### src/core/timer16_consts.svh
// Register offsets, field positions, reset values and timing figures of the 16-bit timer.
// Included by the package and by every design file that needs the numbers.
`ifndef TIMER16_CONSTS_SVH
`define TIMER16_CONSTS_SVH

`define CLOCK_PERIOD_NS 20
// APB byte addresses.
`define OFF_COUNT 12'h000
`define OFF_FIRST_CC 12'h004
`define OFF_SECOND_CC 12'h008
`define OFF_MODE_CTRL 12'h00c
`define OFF_CC_SELECT 12'h010
`define OFF_OUT_CTRL 12'h014
`define OFF_PRESCALE 12'h018
// Mode control fields.
`define MODE_WRAP_BIT 0
`define MODE_TOGGLE_BIT 1
`define MODE_FIELD_LO 2
`define MODE_FIELD_HI 3
// Capture/compare select fields.
`define SEL_FIRST_CAPTURE_BIT 0
`define SEL_FIRST_SOURCE_BIT 1
`define SEL_SECOND_CAPTURE_BIT 2
// Output control fields.
`define OUT_ENABLE_BIT 0
`define OUT_SINGLE_EN_BIT 5
`define OUT_SINGLE_TRIG_BIT 6
// Prescaler fields.
`define PRE_DIV_LO 0
`define PRE_DIV_HI 1
`define PRE_EDGE1_LO 4
`define PRE_EDGE1_HI 5
`define PRE_EDGE2_LO 6
`define PRE_EDGE2_HI 7
// Reset values.
`define RESET_COUNT 16'h0000
`define RESET_CC 16'h0000
`define RESET_CTRL 8'h00
// Edge select encodings.
`define EDGE_NONE 2'h0
`define EDGE_RISE 2'h1
`define EDGE_FALL 2'h2
`define EDGE_BOTH 2'h3

`endif

### src/core/timer16_pkg.sv
// Types shared by the 16-bit timer files.
// Assumes timer16_consts.svh is on the include path.
`default_nettype none
`include "timer16_consts.svh"

package timer16_pkg;
  typedef enum logic [1:0] {
    MODE_STOP,
    MODE_FREE,
    MODE_EDGE_CLEAR,
    MODE_PERIODIC
  } op_mode_e;

  typedef struct packed {
    logic second;
    logic first;
  } match_events_s;
endpackage : timer16_pkg

`default_nettype wire

### src/core/edge_sense.sv
// Synchroniser and valid-edge detector for one trigger pin.
// Assumes the pin is asynchronous to clock; the select comes from a register on clock.
`default_nettype none
`include "timer16_consts.svh"

module edge_sense (
  input wire logic clock,
  input wire logic reset,
  input wire logic pinIn,
  input wire logic [1:0] edgeSelect,
  output logic edgePulse
);
  logic meta_reg;
  logic sync_reg;
  logic last_reg;
  logic rise;
  logic fall;

  // The first stage is read only by the second stage to keep metastability contained.
  always_ff @(posedge clock) begin
    if (reset) begin
      meta_reg <= 1'b0;
      sync_reg <= 1'b0;
      last_reg <= 1'b0;
    end else begin
      meta_reg <= pinIn;
      sync_reg <= meta_reg;
      last_reg <= sync_reg;
    end
  end

  assign rise = sync_reg & ~last_reg;
  assign fall = ~sync_reg & last_reg;

  always_comb begin
    unique case (edgeSelect)
      `EDGE_NONE: edgePulse = 1'b0;
      `EDGE_RISE: edgePulse = rise;
      `EDGE_FALL: edgePulse = fall;
      `EDGE_BOTH: edgePulse = rise | fall;
    endcase
  end
endmodule : edge_sense

`default_nettype wire

### src/core/count_prescaler.sv
// Count clock enable generator: one pulse every 1, 2, 4 or 8 clocks.
// Assumes run and divSelect come from registers on the same clock.
`default_nettype none

module count_prescaler (
  input wire logic clock,
  input wire logic reset,
  input wire logic run,
  input wire logic [1:0] divSelect,
  output logic tick
);
  logic [2:0] div_reg;
  logic [2:0] mask;

  assign mask = 3'(({2'h0, 1'b1} << divSelect) - 3'h1);
  assign tick = run & ((div_reg & mask) == mask);

  // Stopping the timer restarts the divider so the first count is a full period.
  always_ff @(posedge clock) begin
    if (reset || !run) begin
      div_reg <= 3'h0;
    end else begin
      div_reg <= 3'(div_reg + 3'h1);
    end
  end
endmodule : count_prescaler

`default_nettype wire

### src/core/timer16_freerun_ppg_oneshot.sv
// 16-bit up-counting timer with two capture/compare registers, free-running,
// periodic pulse and one-shot output, reached over an APB slave.
// Assumes trigger pins are asynchronous and APB runs on clock.
`default_nettype none
`include "timer16_consts.svh"

module timer16_freerun_ppg_oneshot
  import timer16_pkg::*;
(
  input wire logic clock,
  input wire logic reset,
  input wire logic psel,
  input wire logic penable,
  input wire logic pwrite,
  input wire logic [11:0] paddr,
  input wire logic [31:0] pwdata,
  output logic [31:0] prdata,
  output logic pready,
  output logic pslverr,
  input wire logic firstTriggerInput,
  input wire logic secondCaptureInput,
  output logic timerOutputPin,
  output match_events_s matchEvents
);
  logic [15:0] count_reg;
  logic [15:0] count_next;
  logic [15:0] firstCc_reg;
  logic [15:0] secondCc_reg;
  logic [1:0] opMode_reg;
  logic captureToggle_reg;
  logic wrapFlag_reg;
  logic [2:0] ccSelect_reg;
  logic outEnable_reg;
  logic singleEnable_reg;
  logic [7:0] prescale_reg;
  logic armed_reg;
  logic level_reg;
  logic level_next;
  logic [31:0] readData_reg;
  logic error_reg;
  match_events_s events_reg;

  op_mode_e mode;
  logic running;
  logic tick;
  logic firstEdge;
  logic secondEdge;
  logic setupPhase;
  logic writeAccess;
  logic swTrigger;
  logic oneShotMode;
  logic oneShotTrigger;
  logic restart;
  logic firstIsCapture;
  logic secondIsCapture;
  logic firstMatch;
  logic secondMatch;
  logic firstCapture;
  logic secondCapture;
  logic periodicClear;
  logic wrapEvent;
  logic mapped;

  function automatic logic hit(input logic [11:0] addr, input logic [11:0] offset);
    hit = (addr == offset);
  endfunction : hit

  assign mode = op_mode_e'(opMode_reg);
  assign running = (mode != MODE_STOP);

  count_prescaler prescaler (
    .clock(clock),
    .reset(reset),
    .run(running),
    .divSelect(prescale_reg[`PRE_DIV_HI:`PRE_DIV_LO]),
    .tick(tick)
  );

  edge_sense firstSense (
    .clock(clock),
    .reset(reset),
    .pinIn(firstTriggerInput),
    .edgeSelect(prescale_reg[`PRE_EDGE1_HI:`PRE_EDGE1_LO]),
    .edgePulse(firstEdge)
  );

  edge_sense secondSense (
    .clock(clock),
    .reset(reset),
    .pinIn(secondCaptureInput),
    .edgeSelect(prescale_reg[`PRE_EDGE2_HI:`PRE_EDGE2_LO]),
    .edgePulse(secondEdge)
  );

  // The slave never inserts wait states; read data is latched in the setup cycle.
  assign pready = 1'b1;
  assign pslverr = error_reg;
  assign prdata = readData_reg;
  assign setupPhase = psel & ~penable;
  assign writeAccess = psel & penable & pwrite;
  assign swTrigger = writeAccess & hit(paddr, `OFF_OUT_CTRL) & pwdata[`OUT_SINGLE_TRIG_BIT];

  assign mapped = hit(paddr, `OFF_COUNT) | hit(paddr, `OFF_FIRST_CC) |
                  hit(paddr, `OFF_SECOND_CC) | hit(paddr, `OFF_MODE_CTRL) |
                  hit(paddr, `OFF_CC_SELECT) | hit(paddr, `OFF_OUT_CTRL) |
                  hit(paddr, `OFF_PRESCALE);

  assign firstIsCapture = ccSelect_reg[`SEL_FIRST_CAPTURE_BIT];
  assign secondIsCapture = ccSelect_reg[`SEL_SECOND_CAPTURE_BIT];

  // One-shot works only in the two non-periodic running modes.
  assign oneShotMode = singleEnable_reg & ((mode == MODE_FREE) || (mode == MODE_EDGE_CLEAR));
  // A retrigger during a pulse restarts it; software must avoid that.
  assign oneShotTrigger = oneShotMode & (swTrigger | firstEdge);
  assign restart = oneShotTrigger | ((mode == MODE_EDGE_CLEAR) & firstEdge);

  // Matches are sampled on the count clock, never between counts.
  assign firstMatch = running & tick & ~firstIsCapture & (count_reg == firstCc_reg);
  assign secondMatch = running & tick & ~secondIsCapture & (count_reg == secondCc_reg);

  // Capture source for the first register: 0 selects the capture input, 1 the trigger.
  assign firstCapture = running & firstIsCapture &
                        (ccSelect_reg[`SEL_FIRST_SOURCE_BIT] ? firstEdge : secondEdge);
  assign secondCapture = running & secondIsCapture & firstEdge;

  assign periodicClear = (mode == MODE_PERIODIC) & firstMatch;
  assign wrapEvent = running & tick & ~periodicClear & ~restart & (count_reg == 16'hffff);

  always_comb begin
    count_next = count_reg;
    if (!running) begin
      count_next = `RESET_COUNT;
    end else if (restart || periodicClear) begin
      count_next = 16'h0000;
    end else if (tick) begin
      count_next = 16'(count_reg + 16'h0001);
    end
  end

  always_ff @(posedge clock) begin
    if (reset) begin
      count_reg <= `RESET_COUNT;
    end else begin
      count_reg <= count_next;
    end
  end

  // Hardware captures take priority over a software write in the same cycle.
  always_ff @(posedge clock) begin
    if (reset) begin
      firstCc_reg <= `RESET_CC;
    end else if (firstCapture) begin
      firstCc_reg <= count_reg;
    end else if (writeAccess && hit(paddr, `OFF_FIRST_CC)) begin
      firstCc_reg <= pwdata[15:0];
    end
  end

  always_ff @(posedge clock) begin
    if (reset) begin
      secondCc_reg <= `RESET_CC;
    end else if (secondCapture) begin
      secondCc_reg <= count_reg;
    end else if (writeAccess && hit(paddr, `OFF_SECOND_CC)) begin
      secondCc_reg <= pwdata[15:0];
    end
  end

  always_ff @(posedge clock) begin
    if (reset) begin
      opMode_reg <= 2'h0;
      captureToggle_reg <= 1'b0;
    end else if (writeAccess && hit(paddr, `OFF_MODE_CTRL)) begin
      opMode_reg <= pwdata[`MODE_FIELD_HI:`MODE_FIELD_LO];
      captureToggle_reg <= pwdata[`MODE_TOGGLE_BIT];
    end
  end

  // A wrap in the same cycle as a software clear keeps the flag set.
  always_ff @(posedge clock) begin
    if (reset) begin
      wrapFlag_reg <= 1'b0;
    end else if (wrapEvent) begin
      wrapFlag_reg <= 1'b1;
    end else if (writeAccess && hit(paddr, `OFF_MODE_CTRL) && !pwdata[`MODE_WRAP_BIT]) begin
      wrapFlag_reg <= 1'b0;
    end
  end

  always_ff @(posedge clock) begin
    if (reset) begin
      ccSelect_reg <= 3'h0;
      outEnable_reg <= 1'b0;
      singleEnable_reg <= 1'b0;
      prescale_reg <= `RESET_CTRL;
    end else begin
      if (writeAccess && hit(paddr, `OFF_CC_SELECT)) begin
        ccSelect_reg <= pwdata[2:0];
      end
      if (writeAccess && hit(paddr, `OFF_OUT_CTRL)) begin
        outEnable_reg <= pwdata[`OUT_ENABLE_BIT];
        singleEnable_reg <= pwdata[`OUT_SINGLE_EN_BIT];
      end
      if (writeAccess && hit(paddr, `OFF_PRESCALE)) begin
        prescale_reg <= pwdata[7:0];
      end
    end
  end

  // The one-shot is armed by a trigger and disarmed by the closing match.
  always_ff @(posedge clock) begin
    if (reset || !oneShotMode) begin
      armed_reg <= 1'b0;
    end else if (oneShotTrigger) begin
      armed_reg <= 1'b1;
    end else if (firstMatch) begin
      armed_reg <= 1'b0;
    end
  end

  always_comb begin
    level_next = level_reg;
    unique case (mode)
      MODE_STOP: begin
        level_next = 1'b0;
      end
      MODE_PERIODIC: begin
        // Active while the count is at or below the second register: second+1 counts.
        level_next = (count_reg <= secondCc_reg);
      end
      MODE_FREE, MODE_EDGE_CLEAR: begin
        if (oneShotMode) begin
          if (oneShotTrigger) begin
            level_next = 1'b0;
          end else if (armed_reg && firstMatch) begin
            level_next = 1'b0;
          end else if (armed_reg && secondMatch) begin
            level_next = 1'b1;
          end
        end else if (firstIsCapture && secondIsCapture) begin
          if (captureToggle_reg && firstEdge) begin
            level_next = ~level_reg;
          end
        end else if (firstMatch ^ secondMatch) begin
          level_next = ~level_reg;
        end
      end
    endcase
    if (!outEnable_reg) begin
      level_next = 1'b0;
    end
  end

  always_ff @(posedge clock) begin
    if (reset) begin
      level_reg <= 1'b0;
    end else begin
      level_reg <= level_next;
    end
  end

  assign timerOutputPin = level_reg;

  always_ff @(posedge clock) begin
    if (reset) begin
      events_reg <= '0;
    end else begin
      events_reg.first <= firstMatch | firstCapture;
      events_reg.second <= secondMatch | secondCapture;
    end
  end

  assign matchEvents = events_reg;

  always_ff @(posedge clock) begin
    if (reset) begin
      readData_reg <= 32'h00000000;
      error_reg <= 1'b0;
    end else if (setupPhase) begin
      error_reg <= ~mapped;
      readData_reg <= 32'h00000000;
      if (!pwrite) begin
        if (hit(paddr, `OFF_COUNT)) begin
          readData_reg <= {16'h0000, count_reg};
        end
        if (hit(paddr, `OFF_FIRST_CC)) begin
          readData_reg <= {16'h0000, firstCc_reg};
        end
        if (hit(paddr, `OFF_SECOND_CC)) begin
          readData_reg <= {16'h0000, secondCc_reg};
        end
        if (hit(paddr, `OFF_MODE_CTRL)) begin
          readData_reg <= {28'h0000000, opMode_reg, captureToggle_reg, wrapFlag_reg};
        end
        if (hit(paddr, `OFF_CC_SELECT)) begin
          readData_reg <= {29'h0, ccSelect_reg};
        end
        if (hit(paddr, `OFF_OUT_CTRL)) begin
          readData_reg <= {26'h0, singleEnable_reg, 4'h0, outEnable_reg};
        end
        if (hit(paddr, `OFF_PRESCALE)) begin
          readData_reg <= {24'h000000, prescale_reg};
        end
      end
    end
  end
endmodule : timer16_freerun_ppg_oneshot

`default_nettype wire

### config.mk
export PLATFORM = sky130hd
export DESIGN_NAME = timer16_freerun_ppg_oneshot
export DESIGN_NICKNAME = d
export VERILOG_FILES = /design/src/core/timer16_pkg.sv /design/src/core/edge_sense.sv /design/src/core/count_prescaler.sv /design/src/core/timer16_freerun_ppg_oneshot.sv
export VERILOG_INCLUDE_DIRS = /design/src /design/src/core
export SDC_FILE = /design/constraint.sdc
export NUM_CORES = 1
export LEC_CHECK = 0
export BUFFER_PORTS_ARGS = -buffer_cell sky130_fd_sc_hd__buf_2
export CAP_MARGIN = 0
export CORE_MARGIN = 3
export CORE_UTILIZATION = 55
export CTS_CLUSTER_SIZE = 30
export DETAILED_ROUTE_END_ITERATION = 6
export PLACE_DENSITY = 0.78
export SLEW_MARGIN = 0
export SYNTH_ARGS = -nofsm -noshare
export SYNTH_HDL_FRONTEND = slang
export SYNTH_HIERARCHICAL = 1
export SYNTH_SLANG_ARGS = --single-unit
export TNS_END_PERCENT = 50
### constraint.sdc
create_clock -name clock -period 8.3 [get_ports clock]
set_input_delay 0.83 -clock clock [delete_from_list [all_inputs] [get_ports clock]]
set_output_delay 0.83 -clock clock [all_outputs]
set_load 0.02 [all_outputs]
-- After elaboration in Yosys (flattened, before gate mapping)
Index checks and enable logic that the tools add are counted.
- output and inout port bits: 37
- bits of input ports: 51
- register bits after elaboration: 111
- word-level logic and storage cells: 161
- equal/unequal tests: 22
- bitwise logic cells: 53
- shift-type cells: 1
- add/subtract/negate cells: 3
- reductions and logical operators: 31
- $lt $le $gt $ge: 1
- multiplexer cells: 27
- operator list (kind ; number):
    2-to-1 mux 32 bit ; 7
    2-to-1 mux 16 bit ; 5
    equality test 12 x 5 -> 1 bit (second input constant) ; 3
    equality test 16 bit ; 2
    bitwise AND 1 bit ; 26
    equality test 12 x 4 -> 1 bit (second input constant) ; 2
    adder 16 x 1 -> 16 bit (second input constant) ; 1
    equality test 16 bit (second input constant) ; 1
    less-or-equal comparator 16 bit ; 1
    inverter 1 bit ; 13
    equality test 12 x 3 -> 1 bit (second input constant) ; 1
    equality test 2 bit (second input constant) ; 6
    logical NOT 12 bit ; 1
    2-to-1 mux 1 bit ; 12
    bitwise OR 1 bit ; 12
    logical AND 1 bit ; 11
    nonzero test 2 bit ; 5
    inequality test 4 bit (second input constant) ; 2
    case mux 1 bit (4 select lines) ; 2
    equality test 2 x 1 -> 1 bit (second input constant) ; 3
    logical NOT 2 bit ; 3
    inequality test 5 bit (second input constant) ; 1
    logical OR 1 bit ; 4
    OR reduction 2 bit ; 2
    10 further kinds ; 12

-- Logic depth before layout (Yosys ltp)
- word-level depth: 14
- gate-level depth with buffers: 12
- mapped depth without buffers: 11

-- Cells and area by module
The synthesis kept the hierarchy.
- modules (own cells, without submodules) (module ; cells each ; instances ; sequential area each (um^2) ; area an instance (um^2)):
    timer16_freerun_ppg_oneshot ; 598 ; 1 ; 1721.7 ; 4918.5
    edge_sense ; 15 ; 2 ; 60.1 ; 135.1
    count_prescaler ; 15 ; 1 ; 60.1 ; 125.1

-- Worst setup path after synthesis
OpenSTA, ideal clock, no wires.
- path type: register -> register
- start point: register opMode_reg[0], in the netlist mode[0]
- end point: register count_reg[11]
- path slack: 5.610 ns
- cell stages (with the launch flop): 13
- buffers on the path: 2
- data arrival time: 2.575 ns
- clock period less this slack: 2.690 ns
- cells stage by stage: dfxtp_1 > inv_1 > ha_1 > inv_1 > o21ai_1 > a21oi_1 > clkbuf_1 > nand2_1 > or4_4 > or3_4 > o221ai_4 > buf_6 > nor2_1
- word-level cells in the longest chain between the ends: 8
- elaborated cells between the ends (all ways): 17
- classes of those cells: eq/ne: 3; bitwise: 10; reduce/logical: 4
- ends and longest elaborated chain (item ; line ; RTL):
    start, declared ; timer16_freerun_ppg_oneshot.sv:29 ; logic [1:0] opMode_reg;
    start signal, assigned ; timer16_freerun_ppg_oneshot.sv:174 ; opMode_reg <= pwdata[`MODE_FIELD_HI:`MODE_FIELD_LO];
    nonzero test 2 bit * ; timer16_freerun_ppg_oneshot.sv:69 ; assign running = (mode != MODE_STOP);
    via running ; timer16_freerun_ppg_oneshot.sv:44 ; logic running;
    bitwise AND 1 bit * ; count_prescaler.sv:16 ; assign tick = run & ((div_reg & mask) == mask);
    via tick ; timer16_freerun_ppg_oneshot.sv:45 ; logic tick;
    bitwise AND 1 bit (3 in series) ; timer16_freerun_ppg_oneshot.sv:118 ; assign firstMatch = running & tick & ~firstIsCapture & (count_reg == firstCc_reg);
    bitwise AND 1 bit ; timer16_freerun_ppg_oneshot.sv:126 ; assign periodicClear = (mode == MODE_PERIODIC) & firstMatch;
    logical OR 1 bit ; timer16_freerun_ppg_oneshot.sv:133 ; end else if (restart || periodicClear) begin
    OR reduction 3 bit (no line) ; - ;
    end signal, assigned ; timer16_freerun_ppg_oneshot.sv:142 ; count_reg <= `RESET_COUNT;
    end signal, assigned ; timer16_freerun_ppg_oneshot.sv:144 ; count_reg <= count_next;
    end, declared ; timer16_freerun_ppg_oneshot.sv:25 ; logic [15:0] count_reg;
The timed path passes the listed nets; every way through them passes the cells marked *.
A chain may end at the register's enable or synchronous reset.

-- Worst setup path after layout
- start point: register firstSense.sync_reg
- end point: register firstCc_reg[4]
- word-level cells in the longest chain between the ends: 7
- elaborated cells between the ends (all ways): 9
- classes of those cells: mux: 3; bitwise: 5; reduce/logical: 1
- ends and longest elaborated chain (item ; line ; RTL):
    start, declared ; edge_sense.sv:14 ; logic sync_reg;
    start signal, assigned ; edge_sense.sv:27 ; sync_reg <= meta_reg;
    inverter 1 bit ; edge_sense.sv:33 ; assign fall = ~sync_reg & last_reg;
    bitwise AND 1 bit ; edge_sense.sv:33 ;
    bitwise OR 1 bit ; edge_sense.sv:40 ; `EDGE_BOTH: edgePulse = rise | fall;
    case mux 1 bit (4 select lines) * ; edge_sense.sv:36 ; unique case (edgeSelect)
    via firstEdge ; timer16_freerun_ppg_oneshot.sv:46 ; logic firstEdge;
    2-to-1 mux 1 bit * ; timer16_freerun_ppg_oneshot.sv:123 ; (ccSelect_reg[`SEL_FIRST_SOURCE_BIT] ? firstEdge : secondEdge);
    bitwise AND 1 bit * ; timer16_freerun_ppg_oneshot.sv:122 ; assign firstCapture = running & firstIsCapture &
    2-to-1 mux 16 bit / nonzero test 2 bit (equally long branches) ; - ;
    end signal, assigned ; timer16_freerun_ppg_oneshot.sv:151 ; firstCc_reg <= `RESET_CC;
    end signal, assigned ; timer16_freerun_ppg_oneshot.sv:153 ; firstCc_reg <= count_reg;
    end signal, assigned ; timer16_freerun_ppg_oneshot.sv:155 ; firstCc_reg <= pwdata[15:0];
    end, declared ; timer16_freerun_ppg_oneshot.sv:27 ; logic [15:0] firstCc_reg;
Marks and branches as above.

==> impl_metrics.ini <==
[global_routing]
grt_pass1_wl_mm = 21.0
grt_max_degree = 71
grt_pass1_vias = 4319
grt_util_all_layers = 0.237
overflow = 0
antenna_found_initial = 0

[clock_network]
clk_latency_ns = 0.36
cts_max_path_buffers = 2
cts_buffers = 9
post_cts_buffers = 0
cts_sinks = 95
cts_tree = built
cts-root-buf = clkbuf_8
post_cts_resized = 0
clk_pin_slew_ns = 0.09
htree_levels = 3
cts_hold_buf = 0

[yosys]
async_flop_share = 0
seq_area_frac_synth = 0.358
syn_inst = 643
synth_top_area_cell = dfxtp_1
yosys.area_share.simple = 0.188
synth_area_um2 = 5310
synthDistinctLibCells = 54
muxShareOfSynthArea = 0.0951
ys.flop_type = dfxtp_1
synthAdderAreaFrac = 0.0589
yosys_warnings = 6
synthTopCellsByArea = dfxtp_1 (36%), mux2i_1 (8.7%), nor2_1 (6.9%)
ys_seq_elements = 95
synth_top_family_by_area = simple AND/OR/NAND/NOR gates
synth_top_area_frac = 0.358
syn_avg_cell_area_um2 = 8.26
synth_compound_area_frac = 0.168
synth_edf_count = 0
synthXorXnorAreaFrac = 0.0544

[cells_and_area]
stdcell_area_um2 = 5740
layout-drive-gt1-share = 0.128
syn2layout_area_growth_pct = 8.01
layout.area.seq_um2 = 1900
final_nets = 745
antenna_cells = 0
multiInputGateArea_um2 = 3070
filler_cell_count = 824

[sta]
slew_viol_final = 0
rsz0062_at_grt = no
setup_tns_ns = 0
setup_viol = 0
fin_crit_sh = 0.444
fmax_ghz = 0.272
finalHoldViolations = 0
min_period_ns = 3.68
finalClockSkew_ns = 0.0125
worst_pin_slew_ns = 1.22
slew_headroom = 0.188

[power]
p_per_area_nw_per_um2 = 143
p_total_uw = 820
p_leak_nw = 2.21
vdd_drop_max_uv = 79.9

[detailed_routing]
via_count = 4593
drc = 0
drt-total-wl_mm = 13.1
ant_nets = 0
viasPerCell = 5.72
wl_per_cell_um = 16.3
firstDrtPassIters = 5
drt_iter0_markers = 296

[floorplanning]
core_area_um2 = 9330
io_pins = 88
fp.dieW_um = 104
die-area_um2 = 10900
std_cell_rows = 35
start_util = 0.570
die_h_um = 104

[worst_setup_path]
worst_setup_path_start_kind = register
worstPathRequired_ns = 8.57
crit_path_end_kind = register
critPathMaxFanout = 32
critical_path_arrival_ns = 3.95
worstSetupPathType = reg2reg

[placed_design]
dpl_cell_area_um2 = 5530
hpwl_mm = 9.62
place_congestion = 0.916
portBuffers = 54

[outcome]
status = completed

[hold_path]
worstHoldPathType = reg2reg

[run]
maxCapViolations = 0
==> cell families (layout without fill, tap and decap cells) <==
| kind of cell | count (synthesis) | count (layout) |
|---|---|---|
| compound gates | 137 | 137 |
| xor+xnor | 33 | 33 |
| fa+ha+maj | 25 | 25 |
| buf+inv | 84 | 100 |
| flops | 95 | 95 |
| mux | 50 | 50 |
| other cells | 2 | 17 |
| simple gates | 217 | 217 |
==> report_power, final <==
part,internal [mW],switching [mW],total [mW]
Sequential,0.457,0.000667,0.458
Combinational,0.0138,0.0324,0.0461
Clock,0.155,0.161,0.317
==> path summary, 6_finish.rpt <==
check	from	end	slack [ns]	cells past startpoint
max	firstSense/sync_reg	firstCc_reg[4]	4.62	10
min	secondSense/meta_reg	secondSense/sync_reg	0.43	1
max reg2reg	firstSense/sync_reg	firstCc_reg[4]	4.62	10
min reg2reg	secondSense/meta_reg	secondSense/sync_reg	0.43	1
==> per-layer routing <==
metal,share of wire,track usage,vias up
met1,0.44,0.315,2136
met4,0.023,0.0807,0
met5,0,0,-
li1,-,-,2264
met2,0.46,0.377,169
met3,0.074,0.0552,24
==> cells in the final DEF (no fill, tap or decap), drive strengths merged, types with 25 or more instances in the layout <==
master | Yosys | final
nor2 | 98 | 98
dfxtp | 95 | 95
buf | 30 | 58
nand2 | 51 | 51
mux2i | 46 | 46
o21ai | 41 | 41
a211oi | 34 | 34
a21oi | 29 | 29
inv | 26 | 26
ha | 25 | 25
==> worst max-delay path, cell delays in order (launching register included) <==
cell	delay, ns
dfxtp_1	0.35
inv_1	0.06
ha_1	0.28
nor2b_1	0.12
o21ai_1	0.08
o21ai_1	0.31
mux2_2	0.26
and3_1	0.93
a21o_1	0.84
nor2_1	0.10
a211oi_1	0.26
==> layout make-up <==
| type | instances | share of cell area |
|---|---|---|
| clock buffers | 11 | 0.0264 |
| clock inverters | 5 | 0.00981 |
| inverters | 26 | 0.0170 |
| multi-input cells | 479 | 0.535 |
| flip-flops and latches | 95 | 0.331 |
| well taps | 129 | 0.0281 |
| repair buffers | 58 | 0.0523 |
==> stage by stage <==
step | std cells | setup slack [ns] | utilization | hold WS [ns]
global placement | 787 | 4.84 | 0.593 | 0.416
finish | 803 | 4.62 | 0.615 | 0.432
global route | 803 | 4.41 | 0.615 | 0.462
detailed placement | 787 | 4.71 | 0.593 | 0.423
floorplan | 658 | 5.61 | - | 0.414
CTS | 803 | 4.67 | 0.615 | 0.439
==> Yosys cell counts (3+ instances only) <==
| master | number |
|---|---|
| and3_1 | 5 |
| nand2_1 | 51 |
| nor4_1 | 3 |
| xor2_1 | 20 |
| mux2_2 | 4 |
| mux2i_1 | 46 |
| buf_4 | 17 |
| ha_1 | 25 |
| a21oi_1 | 29 |
| buf_2 | 8 |
| a211oi_1 | 34 |
| nand4_1 | 9 |
| and2_1 | 3 |
| nor2_1 | 97 |
| nor2b_1 | 12 |
| a22oi_1 | 12 |
| xnor2_1 | 13 |
| o21ai_0 | 34 |
| o21ai_1 | 7 |
| inv_1 | 26 |
| nor3_1 | 6 |
| dfxtp_1 | 95 |
| a221oi_1 | 3 |
| clkbuf_1 | 26 |
| nand3_1 | 12 |
| buf_1 | 3 |
| a2111oi_0 | 3 |
| nand2b_1 | 4 |
Note: power is estimated with default switching activity, not from simulation.
